File: config.mk
export PLATFORM = sky130hd
export DESIGN_NAME = ccr_sequencer
export DESIGN_NICKNAME = d
export VERILOG_FILES = /design/src/ccr_pkg.sv /design/src/ccr_sequencer.sv
export SDC_FILE = /design/constraint.sdc
export NUM_CORES = 1
export LEC_CHECK = 0
export BUFFER_PORTS_ARGS = -buffer_cell sky130_fd_sc_hd__buf_2
export CELL_PAD_IN_SITES_DETAIL_PLACEMENT = 1
export CELL_PAD_IN_SITES_GLOBAL_PLACEMENT = 1
export CORE_ASPECT_RATIO = 1.1
export CORE_MARGIN = 3
export CORE_UTILIZATION = 30
export CTS_CLUSTER_DIAMETER = 50
export CTS_CLUSTER_SIZE = 25
export DETAILED_ROUTE_END_ITERATION = 12
export GPL_ROUTABILITY_DRIVEN = 0
export PLACE_DENSITY = 0.55
export SKIP_LAST_GASP = 1
export SLEW_MARGIN = 0
export SYNTH_ARGS = -nofsm -noshare
export SYNTH_HDL_FRONTEND = slang
export SYNTH_SLANG_ARGS = --single-unit
File: constraint.sdc
create_clock -name clk -period 3.45 [get_ports clk]
set_input_delay 0.69 -clock clk [delete_from_list [all_inputs] [get_ports clk]]
set_output_delay 0.69 -clock clk [all_outputs]
set_load 0.005 [all_outputs]
File: src/ccr_pkg.sv
// package for the ccd frame readout sequencer: geometry and timing constants
package ccr_pkg;

  // ----------------------------------------------------------------
  // sensor geometry
  // ----------------------------------------------------------------
  localparam int unsigned COLUMNS = 1552;
  localparam int unsigned ROWS = 1032;
  localparam logic [10:0] HREG_LEN = 11'd1564;
  localparam logic [10:0] ROW_COUNT = 11'd1032;
  localparam logic [10:0] LEAD_DUMMY = 11'd10;
  localparam logic [10:0] DARK_LEFT = 11'd4;
  localparam logic [10:0] DARK_RIGHT = 11'd12;
  localparam logic [10:0] TRAIL_DUMMY = 11'd2;
  localparam logic [10:0] ACTIVE_COLS = 11'd1536;
  localparam logic [10:0] DARK_ROWS = 11'd4;
  localparam logic [10:0] ACTIVE_ROWS = 11'd1024;

  // ----------------------------------------------------------------
  // timing
  // ----------------------------------------------------------------
  localparam int unsigned CLK_MHZ = 100;
  localparam int unsigned MAX_PIXEL_MHZ = 10;
  // one phase step per tick; a pixel takes five ticks, so the pixel rate
  // is clk / (5 * TICK_CYCLES); TICK_CYCLES is sized for four ticks, rounded up so it never exceeds the maximum
  localparam int unsigned TICK_CYCLES_INT =
    (CLK_MHZ + 4 * MAX_PIXEL_MHZ - 1) / (4 * MAX_PIXEL_MHZ);
  localparam logic [7:0] TICK_CYCLES = 8'(TICK_CYCLES_INT);
  localparam logic [7:0] TICK_RESET = 8'h00;

  // pixel class reported with each sample strobe
  localparam logic [2:0] PIX_DUMMY = 3'h0;
  localparam logic [2:0] PIX_DARK = 3'h1;
  localparam logic [2:0] PIX_ACTIVE = 3'h2;
  localparam logic [2:0] PIX_DARK_ROW = 3'h3;

  // ----------------------------------------------------------------
  // sequencer states
  // ----------------------------------------------------------------
  typedef enum logic [5:0] {
    ST_IDLE  = 6'b000001,
    ST_EXPO  = 6'b000010,
    ST_VXFER = 6'b000100,
    ST_HSHFT = 6'b001000,
    ST_SAMP  = 6'b010000,
    ST_RESET = 6'b100000
  } ccr_state_type;

endpackage

File: src/ccr_sequencer.sv
// readout sequencer that drives the full-frame ccd clock pins
//
// Summary of operation
// RL1 - vertical phases held low and idle throughout exposure
// RL2 - shutter open only during integration, closed through readout
// RL3 - frame read one row at a time through the horizontal register
// RL4 - row enters on vertical phase two fall, horizontal one held high
// RL5 - horizontal phases toggled complementary, one pixel per cycle
// RL6 - sensor dumps a packet on each horizontal phase two fall
// RL7 - reset gate pulsed only after the sample strobe
// RL8 - array is 1552 columns of 1032 elements
// RL9 - 1564 horizontal shifts empty one row
// RL10 - first 4 and last 12 column pixels of a row are dark
// RL11 - 4 dark rows begin and 4 dark rows end each frame
// RL12 - 10 leading dummy pixels per row
// RL13 - two trailing dummy pixels per row
// RL14 - active region 1536 by 1024 inside the borders
// RL15 - pixel rate kept at or below 10 MHz
// RL16 - horizontal and vertical clocking never interleave
module ccr_sequencer (
  // clock and reset
  input wire logic clk,
  input wire logic rstn,
  // control
  input wire logic start,
  input wire logic expose_done,
  output logic busy,
  output logic frame_done,
  // sensor clock pins
  output logic vertical_phase_one,
  output logic vertical_phase_two,
  output logic horizontal_phase_one,
  output logic horizontal_phase_two,
  output logic reset_gate,
  output logic shutter_open,
  // sampling electronics
  output logic sample_strobe,
  output logic [2:0] pixel_class,
  output logic [10:0] pixel_col,
  output logic [10:0] pixel_row
);

  // ----------------------------------------------------------------
  // state
  // ----------------------------------------------------------------
  typedef struct packed {
    ccr_pkg::ccr_state_type st;
    logic [7:0] tick;
    logic [1:0] phase;
    logic [10:0] col;
    logic [10:0] row;
    logic v1;
    logic v2;
    logic h1;
    logic h2;
    logic rg;
    logic shut;
    logic strobe;
    logic [2:0] cls;
    logic [10:0] out_col;
    logic [10:0] out_row;
    logic done;
  } ccr_regs_type;

  ccr_regs_type r;
  ccr_regs_type next_r;
  logic tick_en;
  logic dark_row;

  assign tick_en = (r.tick == ccr_pkg::TICK_CYCLES - 8'h01);
  assign dark_row = (r.row < ccr_pkg::DARK_ROWS) ||
    (r.row >= ccr_pkg::ROW_COUNT - ccr_pkg::DARK_ROWS);

  // ----------------------------------------------------------------
  // pixel classification
  // ----------------------------------------------------------------
  function automatic logic [2:0] classify(input logic [10:0] c,
                                          input logic drow);
    logic [10:0] k;
    k = c - ccr_pkg::LEAD_DUMMY;
    // RL12 RL13 leading and trailing dummies
    if (c < ccr_pkg::LEAD_DUMMY ||
        c >= ccr_pkg::HREG_LEN - ccr_pkg::TRAIL_DUMMY) begin
      classify = ccr_pkg::PIX_DUMMY;
    // RL11 dark border rows
    end else if (drow) begin
      classify = ccr_pkg::PIX_DARK_ROW;
    // RL10 RL14 dark columns bracket active ones
    end else if (k < ccr_pkg::DARK_LEFT ||
                 k >= ccr_pkg::DARK_LEFT + ccr_pkg::ACTIVE_COLS) begin
      classify = ccr_pkg::PIX_DARK;
    end else begin
      classify = ccr_pkg::PIX_ACTIVE;
    end
  endfunction

  // ----------------------------------------------------------------
  // next state
  // ----------------------------------------------------------------
  always_comb begin
    next_r = r;
    next_r.strobe = 1'b0;
    next_r.done = 1'b0;
    // RL15 phase steps paced by the divider
    next_r.tick = tick_en ? ccr_pkg::TICK_RESET : r.tick + 8'h01;
    unique case (r.st)
      ccr_pkg::ST_IDLE: begin
        next_r.tick = ccr_pkg::TICK_RESET;
        if (start) begin
          next_r.st = ccr_pkg::ST_EXPO;
          // RL2 light only while integrating
          next_r.shut = 1'b1;
        end
      end
      ccr_pkg::ST_EXPO: begin
        // RL1 vertical clocks held low
        next_r.v1 = 1'b0;
        next_r.v2 = 1'b0;
        if (expose_done) begin
          next_r.shut = 1'b0;
          next_r.st = ccr_pkg::ST_VXFER;
          next_r.row = 11'h000;
          next_r.phase = 2'h0;
          next_r.tick = ccr_pkg::TICK_RESET;
        end
      end
      ccr_pkg::ST_VXFER: begin
        // RL4 RL16 h1 high, h2 low, no shifting during row move
        next_r.h1 = 1'b1;
        next_r.h2 = 1'b0;
        if (tick_en) begin
          next_r.phase = r.phase + 2'h1;
          unique case (r.phase)
            2'h0: next_r.v1 = 1'b1;
            2'h1: next_r.v2 = 1'b1;
            2'h2: next_r.v1 = 1'b0;
            2'h3: begin
              // RL3 one row lands as v2 falls
              next_r.v2 = 1'b0;
              next_r.st = ccr_pkg::ST_HSHFT;
              next_r.col = 11'h000;
            end
          endcase
        end
      end
      ccr_pkg::ST_HSHFT: begin
        // RL5 RL6 complementary swap; h2 falls to present a packet
        if (tick_en) begin
          next_r.h1 = ~r.h1;
          next_r.h2 = ~r.h2;
          if (r.h2) begin
            next_r.st = ccr_pkg::ST_SAMP;
          end
        end
      end
      ccr_pkg::ST_SAMP: begin
        if (tick_en) begin
          next_r.strobe = 1'b1;
          next_r.cls = classify(r.col, dark_row);
          next_r.out_col = r.col;
          next_r.out_row = r.row;
          next_r.st = ccr_pkg::ST_RESET;
          next_r.rg = 1'b0;
        end
      end
      ccr_pkg::ST_RESET: begin
        // RL7 reset gate follows the sample strobe
        if (tick_en) begin
          if (!r.rg) begin
            next_r.rg = 1'b1;
          end else begin
            next_r.rg = 1'b0;
            // RL9 all horizontal elements shifted
            if (r.col == ccr_pkg::HREG_LEN - 11'h001) begin
              // RL8 every vertical element transferred
              if (r.row == ccr_pkg::ROW_COUNT - 11'h001) begin
                next_r.st = ccr_pkg::ST_IDLE;
                next_r.done = 1'b1;
              end else begin
                next_r.row = r.row + 11'h001;
                next_r.phase = 2'h0;
                next_r.st = ccr_pkg::ST_VXFER;
              end
            end else begin
              next_r.col = r.col + 11'h001;
              next_r.st = ccr_pkg::ST_HSHFT;
            end
          end
        end
      end
      default: next_r.st = ccr_pkg::ST_IDLE;
    endcase
  end

  // ----------------------------------------------------------------
  // registers
  // ----------------------------------------------------------------
  always_ff @(posedge clk) begin
    if (!rstn) begin
      r <= '0;
      r.st <= ccr_pkg::ST_IDLE;
      // h1 rests high so a row can land at any time
      r.h1 <= 1'b1;
    end else begin
      r <= next_r;
    end
  end

  assign busy = (r.st != ccr_pkg::ST_IDLE);
  assign frame_done = r.done;
  assign vertical_phase_one = r.v1;
  assign vertical_phase_two = r.v2;
  assign horizontal_phase_one = r.h1;
  assign horizontal_phase_two = r.h2;
  assign reset_gate = r.rg;
  assign shutter_open = r.shut;
  assign sample_strobe = r.strobe;
  assign pixel_class = r.cls;
  assign pixel_col = r.out_col;
  assign pixel_row = r.out_row;

endmodule

* Word-level counts from Yosys, hierarchy flattened
Cells that the tools add are included.
Storage, ports and cells: flip-flop bits (word level) 71, logic and storage cells 124
Operators by class: $add $sub $neg 5, $lt $le $gt $ge 6, equal/unequal tests 27, multiplexer cells 45, bitwise operators 2, reductions and logical operators 23
Operator list (number):
- $mux W11 | 5
- $mux W24 | 2
- $mux W6 | 8
- $pmux W11 S2 | 2
- $pmux W6 S6 | 1
- $ge A11 B11 Y1 const B | 3
- $mux W26 | 1
- $add A11 B1 Y11 const B | 2
- $eq A11 B11 Y1 const B | 2
- $lt A11 B3 Y1 const B | 2
- $ne A2 B2 Y1 const B | 11
- $mux W16 | 1
- $pmux W8 S2 | 1
- $mux W13 | 1
- $reduce_and A3 Y1 | 4
- $reduce_and A6 Y1 | 2
- $reduce_bool A2 Y1 | 6
- $lt A11 B4 Y1 const B | 1
- $sub A11 B4 Y11 const B | 1
- $mux W2 | 5
- $mux W3 | 3
- $reduce_and A9 Y1 | 1
- $add A8 B1 Y8 const B | 1
- $eq A8 B2 Y1 const B | 1
- other kinds (25) | 41

* Longest topological paths before layout
depth after elaboration 7, gate-level depth with buffers 10, mapped depth without buffers 8

* Worst setup path after synthesis
No wires, ideal clock.
path type register to register, start point register r[49] (netlist name), end point register r[43] (netlist name), data arrival time 2.454 ns, data required time 3.380 ns, slack 0.926 ns, stages on the path, launching flop included 7, buffers on the path 0, cell sequence dfxtp_1 or4_4 or4_4 o31ai_4 nand4_1 or3_1 a21oi_1
Between the ends: cells in the longest elaborated chain, start to end 3
Ends and longest elaborated chain:
- start: declaration | RTL line ccr_sequencer.sv:65 | ccr_regs_type r;
- start signal: assignment | RTL line ccr_sequencer.sv:205 | r <= next_r;
- $eq A11 B11 Y1 | RTL line ccr_sequencer.sv:174 | if (r.col == ccr_pkg::HREG_LEN - 11'h001) begin
- $ne A2 B2 Y1 (no source line)
- $reduce_and A6 Y1 (no source line)
Every way passes these cells. A chain may end at the register's enable or synchronous reset.

* Worst setup path after layout
Ends and elaborated chain as after synthesis.

==> results.md <==
- The terminus of the critical flop-to-flop path is r[43]$_SDFFE_PN0P_.
- The final setup violation count is 0.
- The critical path contains buffers and inverters numbering 0 combined.
- The flow ran to the end, and the final reports show no timing, DRC or antenna violations.
- The share of layout cells above drive strength 1 is between 10% and 20%.
- The die is 119 µm tall.
- The clock tree from TritonCTS is yes.
- The number of primary I/O pins is 38.
- The placed wire-length estimate after detailed placement is 6.28 mm.
- The die area is 0.0130 mm².
- The detailed-route vias per instance is around 5.0.
- The pre-antenna-repair detailed-routing pass consisted of 4 iterations.
- After synthesis, the netlist uses 50 different library cells.
- Leaving out filler cells and counting taps, the final layout contains 599.
- The fraction of synthesis flops using an asynchronous set or reset pin is 0%.
- The commonest register cell after synthesis is dfxtp_1.
- Cells fill approximately 36% of the core in the end.
- Sequential cells burn between 40% and 50% of the power.
- Internal power comes to approximately 1.6 mW.
- The count of endpoints failing hold in the final timing report is 0.
- The highest-delay cell along the critical path is or4_4.
- The instance count of the mapped netlist is between 400 and 500.
- The cell chosen for the clock root is clkbuf_16.
- The minimum clock period is 2750 ps.
- Post-CTS repair changed the size of 0 cells.
- Counting instances, the worst hold path has a depth of 2.
- The final count of pins violating max slew is 0.
- In this run, synthesis inferred 0 flip-flops with an integrated enable.
- The class of the most critical setup path is flop to flop.
- The total global routing overflow is 0.
- The required time at the endpoint of the critical path is 3710 ps.
- After routing, the total negative slack on setup checks comes to 0 ps.
- The signal on the critical path passes through or4_4 -> or4_4 -> o31ai_4 -> nand4_1 -> or3_1 -> a21oi_1.
- The number of input and output port buffers inserted is 36.
- At the end of the flow, the number of nets in the layout was approximately 460.
- For the pin with the worst max-slew slack, the measured transition is slightly below 900 ps.
- The post-synth net total is 451.
- The floorplan has 40 rows.
- The post-CTS repair timing setup buffer count is 0.
- For this block, the routed nets add up to slightly below 9 mm of wire.
- Combinational logic is responsible for 3.9% of the overall power.
- Once placement completed, the tool counted placed cells totaling around 580.
- dfxtp_1 takes more of the synthesized area than any other cell.
- The worst voltage drop across the vdd grid is approximately 0.00023 V.
- The worst slew slack as a fraction of its limit is 41.4%.
- Buffers inserted to repair hold after CTS numbered 0.
- The top achievable clock speed is ~0.36 GHz.
- In this run the worst path has a maximum fanout of 8.
- The top-area cell type share of the netlist area is 40.0%.
- The final worst clock skew is between 4 and 5 ps.
- The slack of the worst reg-to-reg path is between 700 and 800 ps.
- The clock passes through at most 2 buffers.
- For this configuration, the core starts out at a cell density of about a third.
- The startpoint of the most critical register-to-register path is r[49]$_SDFFE_PN0P_.
- In the layout the commonest cells are 70 x dfxtp_1, 68 x nand2_1, 42 x nor2_1.
- The part of the Yosys area used for sequential elements is 40.0%.
- The fraction of power spent switching nets is 20.0%.
- The flip-flop and latch count after synthesis is 70.
- The final hold slack is ~450 ps.
- The total number of clock tree sinks is 70.
- The netlist area before placement is ~0.0035 mm².
- The total power divided by cell area is between 400 and 500 mW/mm².
- For this design the total switching power over the nets is ~0.40 mW.
- Compared with the post-synthesis result, the final layout area differs by 14.1%.
- The floorplan step defined a core boundary enclosing around 0.011 mm².
- The worst setup path is captured at a flop.
- The detailed router finished its first iteration with between 70 and 80 violations.
- In the routed design, unresolved DRC markers number 0.
- The length in cells of the worst reg-to-reg path is 6.
- The number of antenna violations at the first check in global routing is 0.
- The delay of the slowest cell on the worst path is around 570 ps.
- The number of diodes is 0.
- The via count of the first global-routing pass is around 3000.
- The worst setup path is launched from a flop.
- The largest net degree at the start of global routing is 38.
- During synthesis, Yosys emitted a total of 0 warnings.
- The count of nets left with antenna violations once routing finished came out at 0.
- The H-tree was split into 3 levels.
- The max capacitance violation total is 0.
- For hold timing, the worst endpoint is pixel_row[1]$_SDFFE_PN0P_.
- The clock network fraction of design power is between 50% and 60%.
- The cell type group with the largest total delay on the critical path is simple AND/OR/NAND/NOR gates.
- The clock-pin transition on the worst setup and hold timing paths is 50 ps.
- The routed wire length per instance is about 14 µm.
- In the global route stage, overall resource usage came out at 14.5%.
- Setup repair after global routing left no endpoint under its margin.
- The overall die width is 109 µm.
- The total clock buffers created by CTS is 9.
- The wire length of the first global-routing pass is around 15 mm.
- Yosys attributes the largest share of cell area to dfxtp_1 40%, nand2_1 7.3%, a21oi_1 5.9%, buf_4 5.4%, nor2_1 4.5%.
- Dividing the final minimum period by the clock period gives 79.6%.
- The total number of vias is around 3000.
- The analysis attributes to cell leakage a power of approximately 1.5 nW.
- The most frequent cell on the critical path is or4_4.
- The min-delay analysis places its worst path in the category flop to flop.
- The signal arrival time at the worst endpoint is approximately 3000 ps.
- At the later pin of the worst-skew pair, clock insertion delay measures about 330 ps.
- The library cell used most frequently in the layout, excluding fill and tap cells, is dfxtp_1.
- The count of fill cells added during filler insertion is about 1400.
- Each instance of the synthesized netlist takes up on average between 8 and 9 µm².
- The startpoint of the tightest hold check path is pixel_row[1]$_SDFFE_PN0P_.
==> area by class of cell <==
cell class | count | area, µm² | area share [%]
Clock buffer | 13 | 260 | 6.51
Clock inverter | 3 | 90.1 | 2.25
Inverter | 13 | 48.8 | 1.22
Multi-Input combinational cell | 310 | 1780 | 44.6
Sequential cell | 70 | 1400 | 35.0
Tap cell | 147 | 184 | 4.60
Timing Repair Buffer | 43 | 233 | 5.82
==> power groups by stage <==
stage	combinational [mW]	clock (mW)	sequential, mW
finish	0.0781	1.08	0.828
floorplan	0.0560	0	0.843
detailed placement	0.0795	0	0.845
global placement	0.0794	0	0.845
global route	0.0897	1.15	0.829
CTS	0.0798	1.12	0.827
==> metrics by stage <==
| stage | worst slack (ps) | total power [mW] | area [µm²] |
|---|---|---|---|
| 3_3_place_gp | 744 | 0.924 | 3650 |
| 2_1_floorplan | 926 | 0.899 | 3500 |
| 5_1_grt | 544 | 2.07 | 4000 |
| 6_report | 703 | 1.99 | 4000 |
| 4_1_cts | 686 | 2.02 | 4000 |
| 3_5_place_dp | 702 | 0.924 | 3650 |
==> Yosys cell counts (6+ instances only) <==
cell,instances
a21oi_1,41
and2_1,8
and3_1,6
buf_4,25
clkbuf_1,16
dfxtp_1,70
ha_1,11
inv_1,12
nand2_1,68
nand3_1,19
nand4_1,10
nor2_1,42
nor3_1,9
o21ai_0,17
or3_1,9
xor2_1,16
==> tightest hold or removal path, delay by kind of cell (launching register included) <==
kind	cells	cell delay, ps
AND/OR/NAND/NOR	1	50
flip-flops	1	300
AO/OA/AOI/OAI	1	50
==> sequential cells by signal, summed over array words and instances, names as in the netlist <==
name / count
pixel_class: 2
horizontal_phase_two: 1
r: 38
frame_done: 1
vertical_phase_two: 1
horizontal_phase_one: 1
vertical_phase_one: 1
sample_strobe: 1
shutter_open: 1
pixel_row: 11
reset_gate: 1
pixel_col: 11
==> layer usage <==
layer  up-vias  GRT usage, %  wire length, µm  share of wire, %
li1       1499             -                -                 -
met1      1410          19.7             4310                50
met2        50          22.5             3910                45
met3        12          2.22              270               3.1
met4         0          6.79              166               1.9
met5         -             0                0                 0
==> cells by family (layout without fill, tap and decap cells) <==
kind of cell    Yosys count  after routing  synth area share (%)
other cells               1              1                 0.107
xor+xnor                 21             21                  5.25
compound gates           80             80                  13.8
simple gates            193            193                  26.6
fa+ha+maj                11             11                  3.93
buf+inv                  56             72                  9.18
flops                    70             70                  40.0
mux                       4              4                  1.18
==> worst max path at each step <==
stage / startpoint / depth (start not counted) / end / slack [ps]
after CTS: r[49]$_SDFFE_PN0P_ / 6 / r[43]$_SDFFE_PN0P_ / 690
after floorplan: r[49]$_SDFFE_PN0P_ / 6 / r[43]$_SDFFE_PN0P_ / 930
after detailed placement: r[49]$_SDFFE_PN0P_ / 6 / r[43]$_SDFFE_PN0P_ / 700
after global routing: r[49]$_SDFFE_PN0P_ / 6 / r[41]$_SDFFE_PN0P_ / 540
after global placement: r[49]$_SDFFE_PN0P_ / 6 / r[43]$_SDFFE_PN0P_ / 740
final: r[49]$_SDFFE_PN0P_ / 6 / r[43]$_SDFFE_PN0P_ / 700
Power figures use the tool's default switching activity.
